### config.mk
export PLATFORM = sky130hd
export DESIGN_NAME = scc_top
export DESIGN_NICKNAME = d
export VERILOG_FILES = /design/src/scc_pkg.sv /design/src/scc_wd_if.sv /design/src/scc_sda_delay.sv /design/src/scc_watchdog.sv /design/src/scc_top.sv
export SDC_FILE = /design/constraint.sdc
export NUM_CORES = 1
export LEC_CHECK = 0
export BUFFER_PORTS_ARGS = -buffer_cell sky130_fd_sc_hd__buf_4
export CORE_UTILIZATION = 35
export DETAILED_ROUTE_END_ITERATION = 6
export SKIP_LAST_GASP = 1
export SLEW_MARGIN = 15
export SYNTH_ARGS = -nofsm -noshare
export SYNTH_HDL_FRONTEND = slang
export SYNTH_SLANG_ARGS = --single-unit
export TNS_END_PERCENT = 30
### constraint.sdc
create_clock -name ref_clk -period 3.4 [get_ports ref_clk]
set_clock_uncertainty 0.2 [all_clocks]
set_input_delay 0.34 -clock ref_clk [delete_from_list [all_inputs] [get_ports ref_clk]]
set_output_delay 0.34 -clock ref_clk [all_outputs]
set_load 0.005 [all_outputs]
### src/scc_pkg.sv
// Constants for the serializer control-channel configuration slice
package scc_pkg;
  // Register offsets
  localparam logic [7:0] ADDR_GEN_CFG = 8'h03;
  localparam logic [7:0] ADDR_MODE_SELECT = 8'h04;
  localparam logic [7:0] ADDR_I2C_CONTROL = 8'h05;
  localparam logic [7:0] ADDR_REMOTE_ID = 8'h06;
  localparam logic [7:0] ADDR_CRC_LSB = 8'h0a;
  localparam logic [7:0] ADDR_CRC_MSB = 8'h0b;
  // Field positions
  localparam int BIT_PCLK_AUTO = 1;
  localparam int BIT_FAILSAFE = 7;
  localparam int BIT_CRC_CLEAR = 5;
  localparam int BIT_SDA_DLY_LO = 3;
  localparam int BIT_LOCAL_WR_BLOCK = 2;
  localparam int BIT_WD_SPEEDUP = 1;
  localparam int BIT_WD_DISABLE = 0;
  localparam int BIT_ID_LO = 1;
  localparam int BIT_ID_HOLD = 0;
  // Reset values
  localparam logic RST_PCLK_AUTO = 1'b1;
  localparam logic [7:0] RST_MODE_SELECT = 8'h80;
  localparam logic [7:0] RST_I2C_CONTROL = 8'h00;
  localparam logic [7:0] RST_REMOTE_ID = 8'h00;
  localparam logic [15:0] CRC_MAX = 16'hffff;
  // Clock and timing
  localparam int CLK_HZ = 10_000_000;
  localparam int CLK_NS = 100;
  localparam int WD_LONG_S = 1;
  localparam int WD_SHORT_US = 50;
  localparam int WD_LONG_CYCLES = WD_LONG_S * CLK_HZ;
  localparam int WD_SHORT_CYCLES = (WD_SHORT_US * (CLK_HZ / 1_000_000));
  localparam int WD_CNT_W = 24;
  localparam int RECOVER_HALF_US = 5;
  localparam int RECOVER_HALF_CYCLES = RECOVER_HALF_US * (CLK_HZ / 1_000_000);
  localparam int RECOVER_PULSES = 9;
  localparam int SDA_DLY_BASE_NS = 240;
  localparam int SDA_DLY_STEP_NS = 40;
  localparam int SDA_DLY_MAX = (SDA_DLY_BASE_NS + 3 * SDA_DLY_STEP_NS + CLK_NS - 1) / CLK_NS;
endpackage

### src/scc_wd_if.sv
// Signals between the register slice and the bus watchdog
`timescale 1ns/100ps
interface scc_wd_if;
  logic wd_disable;
  logic wd_speedup;
  logic scl_s;
  logic sda_s;
  logic bus_free;
  logic recovering;
  logic scl_drive;
  modport ctrl (output wd_disable, output wd_speedup, output scl_s, output sda_s,
    input bus_free, input recovering, input scl_drive);
  modport wd (input wd_disable, input wd_speedup, input scl_s, input sda_s,
    output bus_free, output recovering, output scl_drive);
endinterface

### src/scc_sda_delay.sv
// Delays the SDA drive request by the programmed output delay
`timescale 1ns/100ps
module scc_sda_delay (
  input wire logic ref_clk, // System clock
  input wire logic rstn, // Synchronous reset, active low
  input wire logic [1:0] dly_sel, // Delay code
  input wire logic drive_in, // Undelayed SDA low request
  output logic drive_out // Delayed SDA low request
);
  logic [scc_pkg::SDA_DLY_MAX-1:0] taps;
  logic [scc_pkg::SDA_DLY_MAX-1:0] next_taps;
  logic next_drive_out;
  int dly_ns;
  int dly_cyc;

  // Delay in ns rounded up to whole cycles
  always_comb
  begin
    dly_ns = scc_pkg::SDA_DLY_BASE_NS + scc_pkg::SDA_DLY_STEP_NS * int'(dly_sel);
    dly_cyc = (dly_ns + scc_pkg::CLK_NS - 1) / scc_pkg::CLK_NS;
    next_taps = {taps[scc_pkg::SDA_DLY_MAX-2:0], drive_in};
    next_drive_out = taps[dly_cyc-2];
  end

  // Tap line and output flop
  always_ff @(posedge ref_clk)
  begin
    if (!rstn)
    begin
      taps <= '0;
      drive_out <= 1'b0;
    end
    else
    begin
      taps <= next_taps;
      drive_out <= next_drive_out;
    end
  end
endmodule

### src/scc_watchdog.sv
// Bus inactivity watchdog with nine-clock recovery
`timescale 1ns/100ps
module scc_watchdog #(
  parameter int LONG_CYCLES = scc_pkg::WD_LONG_CYCLES
) (
  input wire logic ref_clk, // System clock
  input wire logic rstn, // Synchronous reset, active low
  scc_wd_if.wd wd // Config in, status out
);
  typedef enum logic [0:0] {WD_WATCH, WD_RECOVER} scc_wd_state_t;
  scc_wd_state_t state, next_state;
  logic [scc_pkg::WD_CNT_W-1:0] cnt, next_cnt, limit;
  logic [7:0] half, next_half;
  logic [3:0] pulses, next_pulses;
  logic scl_q, sda_q, next_bus_free, next_scl_drive, transition;

  // Timer, timeout decision and recovery clocking
  always_comb
  begin
    transition = (wd.scl_s != scl_q) || (wd.sda_s != sda_q);
    limit = wd.wd_speedup ? scc_pkg::WD_CNT_W'(scc_pkg::WD_SHORT_CYCLES)
                          : scc_pkg::WD_CNT_W'(LONG_CYCLES);
    next_state = state;
    next_cnt = cnt;
    next_half = half;
    next_pulses = pulses;
    next_bus_free = wd.bus_free && !transition && !wd.wd_disable;
    next_scl_drive = wd.scl_drive;
    case (state)
      WD_WATCH:
      begin
        next_scl_drive = 1'b0;
        if (wd.wd_disable || transition)
          next_cnt = '0;
        else if (cnt >= limit - 1'b1)
        begin
          next_cnt = '0;
          if (wd.sda_s)
            next_bus_free = 1'b1;
          else
          begin
            next_state = WD_RECOVER;
            next_half = '0;
            next_pulses = '0;
            next_scl_drive = 1'b1;
          end
        end
        else
          next_cnt = cnt + 1'b1;
      end
      WD_RECOVER:
      begin
        next_cnt = '0;
        if (wd.wd_disable)
        begin
          next_state = WD_WATCH;
          next_scl_drive = 1'b0;
        end
        else if (half == 8'(scc_pkg::RECOVER_HALF_CYCLES - 1))
        begin
          next_half = '0;
          next_scl_drive = !wd.scl_drive;
          if (wd.scl_drive)
          begin
            next_pulses = pulses + 1'b1;
            if (pulses == 4'(scc_pkg::RECOVER_PULSES - 1))
              next_state = WD_WATCH;
          end
        end
        else
          next_half = half + 1'b1;
      end
      default:
        next_state = WD_WATCH;
    endcase
  end

  // Watchdog state registers
  always_ff @(posedge ref_clk)
  begin
    if (!rstn)
    begin
      state <= WD_WATCH;
      cnt <= '0;
      half <= '0;
      pulses <= '0;
      scl_q <= 1'b1;
      sda_q <= 1'b1;
      wd.bus_free <= 1'b0;
      wd.scl_drive <= 1'b0;
      wd.recovering <= 1'b0;
    end
    else
    begin
      state <= next_state;
      cnt <= next_cnt;
      half <= next_half;
      pulses <= next_pulses;
      scl_q <= wd.scl_s;
      sda_q <= wd.sda_s;
      wd.bus_free <= next_bus_free;
      wd.scl_drive <= next_scl_drive;
      wd.recovering <= (next_state == WD_RECOVER);
    end
  end
endmodule

### src/scc_top.sv
// Configuration registers of the serializer control-channel slice
// What this block does
// - Fallback bit set: pixel clock loss switches timing to internal oscillator.
// - Mode bit 7 picks failsafe level: 0 high, 1 low; reset 0x80.
// - Mode bit 5 clears CRC counters; hardware never clears that bit.
// - SDA delay code in bits 4:3 gives 240 to 360 ns.
// - Local-write-block bit rejects remote writes to local registers.
// - Remote accesses to local-side bus slaves pass regardless of that bit.
// - Control bit 1 selects watchdog timeout: 0 about 1 s, 1 about 50 us.
// - Control bit 0 set disables the bus watchdog.
// - Timeout with SDA high marks the bus free.
// - Timeout with SDA low drives nine recovery clocks on SCL.
// - Remote-ID bits 7:1 hold deserializer address; zero disables access.
// - On receive lock the channel loads the remote address unless held.
// - Remote-ID bit 0 set blocks auto-loading and keeps written value.
// - Per-port fields follow the second port select control.
// - Sixteen-bit CRC error counters read as two bytes, cleared by bit 5.
`timescale 1ns/100ps
module scc_top #(
  parameter int WD_LONG_CYCLES = scc_pkg::WD_LONG_CYCLES // About 1 s of silence
) (
  input wire logic ref_clk, // 10 MHz clock
  input wire logic rstn, // Synchronous reset, active low
  input wire logic loc_req, // Local host access strobe
  input wire logic loc_wr, // Local access is a write
  input wire logic [7:0] loc_addr, // Local register offset
  input wire logic [7:0] loc_wdata, // Local write data
  output logic loc_ack, // Local access done pulse
  output logic [7:0] loc_rdata, // Local read data
  input wire logic rem_req, // Remote host access strobe
  input wire logic rem_wr, // Remote access is a write
  input wire logic [7:0] rem_addr, // Remote register offset
  input wire logic [7:0] rem_wdata, // Remote write data
  output logic rem_ack, // Remote access done pulse
  output logic rem_err, // Remote write refused
  output logic [7:0] rem_rdata, // Remote read data
  input wire logic rem_slave_req, // Remote access to a local-side slave
  output logic rem_slave_grant, // Slave access forwarded
  input wire logic second_port_select, // Per-port fields address port 1
  input wire logic pclk_present, // Pixel clock detected, async
  input wire logic [1:0] rx_lock, // Receive lock per port, async
  input wire logic [1:0][6:0] rx_remote_addr, // Address from control channel
  input wire logic [1:0] crc_error, // Back-channel CRC error pulse per port
  input wire logic sda_drive, // Bus logic wants SDA low
  input wire logic scl_i, // SCL pin level
  input wire logic sda_i, // SDA pin level
  output logic scl_o, // SCL output level
  output logic scl_oe, // SCL driven low
  output logic sda_o, // SDA output level
  output logic sda_oe, // SDA driven low
  output logic use_internal_osc, // Timing from internal oscillator
  output logic failsafe_low, // Failsafe inputs go low
  output logic crc_clear, // CRC counters held clear
  output logic [1:0] remote_des_en, // Deserializer access allowed per port
  output logic bus_free, // Watchdog judged the bus free
  output logic bus_recovering // Recovery clocks in progress
);
  scc_wd_if wdi ();

  // Two-flop synchronisers; reset to idle pin levels so no false edge follows
  logic [4:0] sync_a, sync_b;
  logic pclk_s, scl_s, sda_s;
  logic [1:0] lock_s, lock_q;
  always_ff @(posedge ref_clk)
  begin
    if (!rstn)
    begin
      sync_a <= 5'h13;
      sync_b <= 5'h13;
      lock_q <= 2'h0;
    end
    else
    begin
      sync_a <= {pclk_present, rx_lock, scl_i, sda_i};
      sync_b <= sync_a;
      lock_q <= lock_s;
    end
  end
  assign pclk_s = sync_b[4];
  assign lock_s = sync_b[3:2];
  assign scl_s = sync_b[1];
  assign sda_s = sync_b[0];

  // Register state
  logic pclk_auto, next_pclk_auto;
  logic [7:0] mode_select, next_mode_select;
  logic [7:0] i2c_control, next_i2c_control;
  logic [1:0][7:0] remote_deserializer_id, next_remote_deserializer_id;
  logic [1:0][15:0] crc_cnt, next_crc_cnt;
  logic next_loc_ack, next_rem_ack, next_rem_err;
  logic [7:0] next_loc_rdata, next_rem_rdata;
  logic port;
  logic [1:0] w_en;
  logic [1:0][7:0] w_addr, w_data;
  logic local_wr_block;

  // Per-port fields follow the port select
  assign port = second_port_select;
  assign local_wr_block = i2c_control[scc_pkg::BIT_LOCAL_WR_BLOCK];

  // Read mux; unmapped offsets read as zero
  function automatic logic [7:0] scc_read(input logic [7:0] a);
    logic [7:0] r;
    r = 8'h00;
    case (a)
      scc_pkg::ADDR_GEN_CFG:
        r[scc_pkg::BIT_PCLK_AUTO] = pclk_auto;
      scc_pkg::ADDR_MODE_SELECT:
        r = mode_select;
      scc_pkg::ADDR_I2C_CONTROL:
        r = i2c_control;
      scc_pkg::ADDR_REMOTE_ID:
        r = remote_deserializer_id[port];
      scc_pkg::ADDR_CRC_LSB:
        r = crc_cnt[port][7:0];
      scc_pkg::ADDR_CRC_MSB:
        r = crc_cnt[port][15:8];
      default:
        r = 8'h00;
    endcase
    return r;
  endfunction

  // Next register values; local writes land last so they win a collision
  always_comb
  begin
    next_pclk_auto = pclk_auto;
    next_mode_select = mode_select;
    next_i2c_control = i2c_control;
    next_remote_deserializer_id = remote_deserializer_id;
    next_crc_cnt = crc_cnt;
    w_en[0] = rem_req && rem_wr && !local_wr_block;
    w_addr[0] = rem_addr;
    w_data[0] = rem_wdata;
    w_en[1] = loc_req && loc_wr;
    w_addr[1] = loc_addr;
    w_data[1] = loc_wdata;
    // Auto-load on lock rise before writes, so a same-cycle write survives
    for (int p = 0; p < 2; p++)
    begin
      if (lock_s[p] && !lock_q[p] && !remote_deserializer_id[p][scc_pkg::BIT_ID_HOLD])
        next_remote_deserializer_id[p][7:1] = rx_remote_addr[p];
    end
    for (int s = 0; s < 2; s++)
    begin
      if (w_en[s])
      begin
        case (w_addr[s])
          scc_pkg::ADDR_GEN_CFG:
            next_pclk_auto = w_data[s][scc_pkg::BIT_PCLK_AUTO];
          scc_pkg::ADDR_MODE_SELECT:
          begin
            next_mode_select = 8'h00;
            next_mode_select[scc_pkg::BIT_FAILSAFE] = w_data[s][scc_pkg::BIT_FAILSAFE];
            next_mode_select[scc_pkg::BIT_CRC_CLEAR] = w_data[s][scc_pkg::BIT_CRC_CLEAR];
          end
          scc_pkg::ADDR_I2C_CONTROL:
            next_i2c_control = {3'h0, w_data[s][4:0]};
          scc_pkg::ADDR_REMOTE_ID:
            next_remote_deserializer_id[port] = w_data[s];
          default:
          begin
          end
        endcase
      end
    end
    // Counters saturate; the clear level holds them at zero
    for (int p = 0; p < 2; p++)
    begin
      if (mode_select[scc_pkg::BIT_CRC_CLEAR])
        next_crc_cnt[p] = 16'h0000;
      else if (crc_error[p] && crc_cnt[p] != scc_pkg::CRC_MAX)
        next_crc_cnt[p] = crc_cnt[p] + 16'h0001;
    end
    next_loc_ack = loc_req;
    next_loc_rdata = loc_req && !loc_wr ? scc_read(loc_addr) : 8'h00;
    next_rem_ack = rem_req;
    next_rem_err = rem_req && rem_wr && local_wr_block;
    next_rem_rdata = rem_req && !rem_wr ? scc_read(rem_addr) : 8'h00;
  end

  // Register file and access answers
  always_ff @(posedge ref_clk)
  begin
    if (!rstn)
    begin
      pclk_auto <= scc_pkg::RST_PCLK_AUTO;
      mode_select <= scc_pkg::RST_MODE_SELECT;
      i2c_control <= scc_pkg::RST_I2C_CONTROL;
      remote_deserializer_id <= {scc_pkg::RST_REMOTE_ID, scc_pkg::RST_REMOTE_ID};
      crc_cnt <= '0;
      loc_ack <= 1'b0;
      loc_rdata <= 8'h00;
      rem_ack <= 1'b0;
      rem_err <= 1'b0;
      rem_rdata <= 8'h00;
    end
    else
    begin
      pclk_auto <= next_pclk_auto;
      mode_select <= next_mode_select;
      i2c_control <= next_i2c_control;
      remote_deserializer_id <= next_remote_deserializer_id;
      crc_cnt <= next_crc_cnt;
      loc_ack <= next_loc_ack;
      loc_rdata <= next_loc_rdata;
      rem_ack <= next_rem_ack;
      rem_err <= next_rem_err;
      rem_rdata <= next_rem_rdata;
    end
  end

  // Watchdog hookup
  assign wdi.wd_disable = i2c_control[scc_pkg::BIT_WD_DISABLE];
  assign wdi.wd_speedup = i2c_control[scc_pkg::BIT_WD_SPEEDUP];
  assign wdi.scl_s = scl_s;
  assign wdi.sda_s = sda_s;

  scc_watchdog #(
    .LONG_CYCLES(WD_LONG_CYCLES)
  ) u_watchdog (
    .ref_clk(ref_clk),
    .rstn(rstn),
    .wd(wdi.wd)
  );

  logic sda_dly;
  scc_sda_delay u_sda_delay (
    .ref_clk(ref_clk),
    .rstn(rstn),
    .dly_sel(i2c_control[scc_pkg::BIT_SDA_DLY_LO +: 2]),
    .drive_in(sda_drive),
    .drive_out(sda_dly)
  );

  // Status and pin outputs, all registered
  always_ff @(posedge ref_clk)
  begin
    if (!rstn)
    begin
      use_internal_osc <= 1'b0;
      failsafe_low <= 1'b1;
      crc_clear <= 1'b0;
      remote_des_en <= 2'h0;
      rem_slave_grant <= 1'b0;
      bus_free <= 1'b0;
      bus_recovering <= 1'b0;
      scl_o <= 1'b0;
      scl_oe <= 1'b0;
      sda_o <= 1'b0;
      sda_oe <= 1'b0;
    end
    else
    begin
      use_internal_osc <= pclk_auto && !pclk_s;
      failsafe_low <= mode_select[scc_pkg::BIT_FAILSAFE];
      crc_clear <= mode_select[scc_pkg::BIT_CRC_CLEAR];
      remote_des_en[0] <= remote_deserializer_id[0][7:1] != 7'h00;
      remote_des_en[1] <= remote_deserializer_id[1][7:1] != 7'h00;
      rem_slave_grant <= rem_slave_req;
      bus_free <= wdi.bus_free;
      bus_recovering <= wdi.recovering;
      scl_o <= 1'b0;
      scl_oe <= wdi.scl_drive;
      sda_o <= 1'b0;
      // Recovery owns the bus, so SDA is released meanwhile
      sda_oe <= sda_dly && !wdi.recovering;
    end
  end
endmodule

==> impl_metrics.ini, run 1 <==
[outcome]
status = finished clean

[timing]
max_freq_mhz = 303
worst_hold_slack_ns = 0.0431
worstMarginPinSlew_ns = 0.836
drv_slew = 0
min_period_over_period_pct = 97.1
setup_viol = 0
setup_slack_ns = 0.0982
finalHoldViolCount = 0
fin_crit_ns = 3.30
setup_tns_ns = 0
max_slew_margin_pct = 43.6

[synth]
synth_edf_count = 0
synth-simple-area-share_pct = 24.8
yosysTopAreaCellShare_pct = 39.4
synth_top_flop_cell = dfxtp_1
synth_top_family_by_area = simple AND/OR/NAND/NOR gates
synth_seq_cells = 152
synth_area_um2 = 7710
synth_area_leaders = dfxtp_1 (39%), nand2_1 (5.0%), mux2_2 (4.8%)
synth_fa_ha_area_share_pct = 4.38
yosysTopAreaCell = dfxtp_1
syn_avg_cell_area_um2 = 8.83
yosysSeqAreaShare_pct = 39.4
synth_mux_area_share_pct = 8.84
synthCells = 874
ys_warn_count = 0
synth_cell_types = 70
synth_xor_area_share_pct = 5.56
synth_compound_area_share_pct = 13.4
synth-async-reset-ratio_pct = 0

[pwr]
peakVddDrop_mv = 0.251
pwr-share-seq_pct = 44.5
switching_share_pct = 22.0
cellLeakagePower_nw = 3.93
comb_power_share_pct = 6.3
net-switching-power_mw = 0.903
cellPowerDensity_nw_per_um2 = 428
clockPowerShare_pct = 49.2
p_int_mw = 3.20
p_total_mw = 4.10

[die]
die_area_um2 = 22600
die_h_um = 150
ios = 93
initial_core_util_pct = 36.2
std_cell_rows = 53
core_area_um2 = 21300
die_x_um = 150

[grt]
grt_usage_pct = 18.4
grt_max_degree = 47
grt_pass1_vias = 6282
grt_pass1_wl_um = 32400
grt-ovfl-total = 0
antenna_found_initial = 0

[setup_path]
arrival_ns = 3.41
critPathMaxStageDelay_ns = 0.55
critPathTopFamily = simple AND/OR/NAND/NOR gates
crit_chain = inv_4 -> ha_4 -> or4b_4 -> ha_4 -> o211a_1 -> or4_4 -> nor4b_4 -> mux2_4 -> mux2_2
r2r_start = i2c_control[3]
worst-path-buf-inv = 1
reg2reg_setup_slack_ns = 0.1
required_ns = 3.51
cp_common_cell = ha_4
timing.critical_path.from = i2c_control[3]
crit_type = flip-flop to flip-flop
endpoint_kind = flip-flop
cp_max_fo = 4
cp_slowest_cell = or4b_4
crit_path_start_kind = flip-flop

[detailed_routing]
routedWlPerCell_um = 15.9
drt_pass1_iterations = 5
wl_um = 20100
postRouteAntennaNets = 0
num_vias = 6638
route.detailed.drc = 0
viasPerCell = 5.23
drtIter0Drc = 452

[placed_design]
dp_hpwl_um = 14500
pre_cts_slack_ns = -0.0453
port_buffers = 90
gp_congestion = 0.874

[flow_run]
cap_violations = 0

[finish]
multi_input_area_um2 = 4470
regArea_um2 = 3050
n_fill_cell = 2080
finalNetCount = 1072
drive_gt1_share_pct = 20.6
diodes = 0
syn_to_final_growth_pct = 24.2
finish.utilization_pct = 45.0

[clocking]
cts-buffers-inserted = 17
cts_tree = built
cts_buffer_depth = 2
clk_latency_ns = 0.42
clkTransAtPathRegs_ns = 0.06
clock_sinks = 152
htree_levels = 4
cts_root_buf = clkbuf_16

[worst_hold_path]
hp-start = rstn
worstHoldPathType = input pin to flip-flop
cells in the mapped netlist, types with 2 or more instances:
master and instances:
o211ai_1 16, mux2i_1 31, a21o_1 2, and2_1 27
o31ai_1 3, nor3b_1 2, a221oi_1 2, inv_1 20
clkbuf_1 28, a31oi_1 10, and3_1 16, a211oi_1 3
mux2_2 33, nand2_1 102, dfxtp_1 152, and4_1 6
nor2_1 87, nand4b_1 4, ha_1 27, nand4_1 16
o21ai_0 27, nor4b_1 3, buf_1 4, nand2b_1 18
buf_6 2, o211a_1 8, a21boi_0 4, a222oi_1 14
xor2_1 32, a21boi_1 15, xnor2_1 17, buf_4 5
a21oi_1 27, o21a_1 2, nor3_1 15, or4_1 2
buf_2 2, nor3_4 2, nor4_1 8, or3_1 8
nor2b_1 4, or2_2 3, nand3_1 38
repair_timing:
item,4_1_cts,5_1_grt
gates resized for setup,1,5
endpoints found under the hold margin,26,0
setup buffers,0,0
hold buffers,16,0
endpoints found under the setup margin,1,1
pin swaps,0,4
power by group through the flow:
| stage | Sequential (mW) | Combinational, mW | Clock [mW] |
|---|---|---|---|
| 3_5_place_dp | 1.86 | 0.244 | 0 |
| 3_3_place_gp | 1.86 | 0.242 | 0 |
| 4_1_cts | 1.83 | 0.259 | 2.07 |
| 6_report | 1.83 | 0.260 | 2.02 |
| 2_1_floorplan | 1.86 | 0.126 | 0 |
| 5_1_grt | 1.83 | 0.282 | 2.15 |
per-layer routing:
metal  track usage (%)  routed length, um  vias up
met2              28.7               9220      162
met1              25.4               9610     3115
met4              5.35                289        0
li1                  -                  -     3338
met3              3.82               1010       23
met5                 0                  0        -
through the flow:
stage,area (um2),cells
final,9580,1270
after global placement,8770,1223
after floorplan,7770,875
after global routing,9580,1270
after detailed placement,8770,1223
after CTS,9560,1270
flip-flops by register name, summed over array words and instances, names as in the netlist, 2 cells and up:
register                flops
crc_cnt                    32
u_watchdog.cnt             24
remote_deserializer_id     16
i2c_control                 8
loc_rdata                   8
mode_select                 8
rem_rdata                   8
u_watchdog.half             8
sync_a                      5
sync_b                      5
u_sda_delay.taps            4
u_watchdog.pulses           4
lock_q                      2
remote_des_en               2
cell families after synthesis:
logic type               Yosys count
AND/OR/NAND/NOR                  373
flip-flops                       152
AO/OA/AOI/OAI                    147
multiplexers                      64
buffers and inverters             61
XOR/XNOR                          49
adder cells (fa/ha/maj)           27
other                              1
cells in the final DEF, fill, tap and decap left out, drive strengths merged, types with 18 or more instances in the layout:
cell / netlist / layout
ha: 27 / 27
nor2: 87 / 87
and2: 28 / 28
a21boi: 19 / 19
nand2b: 18 / 18
mux2: 33 / 33
a21oi: 27 / 27
nand3: 38 / 38
inv: 20 / 21
nand2: 103 / 103
clkbuf: 28 / 20
dfxtp: 152 / 152
mux2i: 31 / 31
xor2: 32 / 32
o21ai: 28 / 28
buf: 13 / 114
final timing paths:
path,endpoint,depth (start not counted)
setup / recovery,u_sda_delay.drive_out,9
hold reg to reg,use_internal_osc,1
hold / removal,mode_select[7],2
setup reg to reg,u_sda_delay.drive_out,9
final cells by class:
type	instances	share of cell area [%]
multi-input combinational	662	46.6
clock buffer	20	4.77
tap	275	3.59
clock inverter	11	1.79
inverter	20	0.810
timing repair buffer	130	10.6
sequential	152	31.8
No activity file was read; power rests on OpenSTA's default activity.
==> inputs of run 2 (changes only) <==
--- a/config.mk
+++ b/config.mk
@@ -5,6 +5,7 @@
 export SDC_FILE = /design/constraint.sdc
 export NUM_CORES = 1
 export LEC_CHECK = 0
+export ABC_AREA = 1
 export BUFFER_PORTS_ARGS = -buffer_cell sky130_fd_sc_hd__buf_4
 export CORE_UTILIZATION = 35
 export DETAILED_ROUTE_END_ITERATION = 6
==> run 2 against run 1 <==
  * Worst setup slack improved by 0.43 ns
  * Critical endpoint unchanged
  * Synthesized area increased by 5.9%
  * First-iteration DRC count increased by 23%
  * Count of clock-buffer cells in the layout decreased by 2
  * Highest routed layer unchanged
  * Sequential cell count unchanged
==> impl_metrics.ini, run 2 <==
[outcome]
status = finished clean

[setup_path]
endpoint_kind = flip-flop
arrival_ns = 3.03
cp_max_fo = 7
crit_type = flip-flop to flip-flop
crit_path_start_kind = flip-flop
required_ns = 3.56

[synth]
synth_area_leaders = dfxtp_1 (37%), nand2_1 (11%), inv_1 (7.0%)
synth_cell_types = 55
yosysTopAreaCellShare_pct = 37.3
ys_warn_count = 0
synth_common_cells = nand2_1 (248), inv_1 (153), dfxtp_1 (152)
synth_seq_cells = 152
synth.most_common_cell = nand2_1
synth-async-reset-ratio_pct = 0
synth_area_um2 = 8170
synth_edf_count = 0
yosysTopAreaCell = dfxtp_1
synthCells = 1155
syn_avg_cell_area_um2 = 7.07
synth_top_flop_cell = dfxtp_1
yosysSeqAreaShare_pct = 37.3

[timing]
finalHoldViolCount = 0
worstMarginPinSlew_ns = 0.773
min_period_over_period_pct = 84.5
setup_viol = 0
grt_setup_unrepaired = no
fin_crit_ns = 2.87
max_slew_margin_pct = 48.0
drv_slew = 0
max_freq_mhz = 348
setup_tns_ns = 0

[die]
std_cell_rows = 55
die_area_um2 = 23900
core_area_um2 = 22800
die_x_um = 155
initial_core_util_pct = 35.8
ios = 93
die_h_um = 155

[pwr]
cellLeakagePower_nw = 4.05
pwr-share-seq_pct = 46.7
clockPowerShare_pct = 46.1
switching_share_pct = 26.3
p_total_mw = 3.94
comb_power_share_pct = 7.3
cellPowerDensity_nw_per_um2 = 400
peakVddDrop_mv = 0.317
net-switching-power_mw = 1.04
p_int_mw = 2.90

[clocking]
clk_latency_ns = 0.44
clock_sinks = 152
cts_buffer_depth = 2
htree_levels = 4
cts-buffers-inserted = 17
cts_root_buf = clkbuf_16
cts_resized = 0
clkTransAtPathRegs_ns = 0.06
cts_tree = built

[detailed_routing]
viasPerCell = 4.91
route.detailed.drc = 0
num_vias = 7752
wl_um = 22100
drtIter0Drc = 557
postRouteAntennaNets = 0
wl_met2_um = 9530
top_layer_used = met4
wl_met1_um = 11100
wl_met3_um = 1230
routedWlPerCell_um = 14.0
drt_pass1_iterations = 4

[finish]
syn_to_final_growth_pct = 20.5
mostFrequentLayoutCells = nand2_1 (248), inv_1 (153), dfxtp_1 (152)
drive_gt1_share_pct = 15.4
diodes = 0
design_area_um2 = 9840
largest_register_ffs = 32
finish.utilization_pct = 43.2
multi_input_area_um2 = 4360
n_fill_cell = 2345
final_common_cell = nand2_1
regMostFlops = crc_cnt
final_cells = 1579
top_regs = crc_cnt (32), u_watchdog.cnt (24), remote_deserializer_id (16)
regArea_um2 = 3040
finalNetCount = 1342

[placed_design]
post_dp_cell_area_um2 = 9130
gp_congestion = 0.892
port_buffers = 90
dp_hpwl_um = 16900
dp_cells = 1532

[flow_run]
cap_violations = 0

[grt]
grt_usage_pct = 19.1
antenna_found_initial = 0
grt_pass1_vias = 7039
grt-ovfl-total = 0
grt_pass1_wl_um = 36000
grt_max_degree = 44

[worst_hold_path]
worstHoldPathType = input pin to flip-flop
run 2: through the flow:
stage | worst slack [ns] | hold slack [ns]
3_5_place_dp | 0.560 | 0.199
2_1_floorplan | 0.830 | 0.167
3_3_place_gp | 0.673 | 0.193
6_report | 0.528 | 0.0108
4_1_cts | 0.546 | 0.00247
5_1_grt | 0.225 | 0.0173
run 2: power by group through the flow:
stage / registers [mW] / clock network, mW / logic [mW]
floorplan: 1.87 / 0 / 0.158
global placement: 1.88 / 0 / 0.268
detailed placement: 1.88 / 0 / 0.270
CTS: 1.84 / 1.86 / 0.284
global route: 1.84 / 1.94 / 0.317
finish: 1.84 / 1.81 / 0.285
run 2: critical path, stage by stage (launching register included):
cell     delay, ns
dfxtp_1       0.41
inv_1         0.17
ha_1          0.34
nor2_1        0.15
nand2_1       0.11
ha_1          0.29
inv_1         0.05
nor2_1        0.14
inv_1         0.06
nand4_1       0.19
nand2_1       0.07
nand2_1       0.07
nand3_1       0.08
nor2_2        0.13
nand2_1       0.09
nand2_1       0.06
nand3_1       0.06
a21oi_1       0.14
run 2: final timing paths:
path,slack [ns],end,from,depth (start not counted)
max,0.53,u_sda_delay.drive_out,i2c_control[3],17
max reg2reg,0.53,u_sda_delay.drive_out,i2c_control[3],17
min,0.01,remote_deserializer_id[6],rem_wdata[6],3
min reg2reg,0.20,use_internal_osc,sync_b[4],1
run 2: layer usage:
layer	GRT usage, %	vias to the layer above
met5	0	-
met4	6.32	0
met3	3.36	23
met2	29.0	220
met1	27.2	3492
li1	-	4017
run 2: cell families after synthesis:
kind of cell | count (synthesis) | synth area share [%]
other cells | 1 | 0.0459
compound gates | 231 | 16.2
xor+xnor | 19 | 2.04
flops | 152 | 37.3
fa+ha+maj | 27 | 4.14
buf+inv | 196 | 9.41
simple gates | 529 | 30.9
run 2: layout make-up:
cell class	count	area share (%)
multi-input cells	808	44.3
flip-flops and latches	152	30.9
repair buffers	111	8.85
inverters	163	6.22
clock buffers	18	4.36
well taps	313	3.98
clock inverters	14	1.37
run 2: timing repair:
item	CTS	global route
hold buffers	15	0
hold endpoints to repair	17	0
setup buffers	0	0
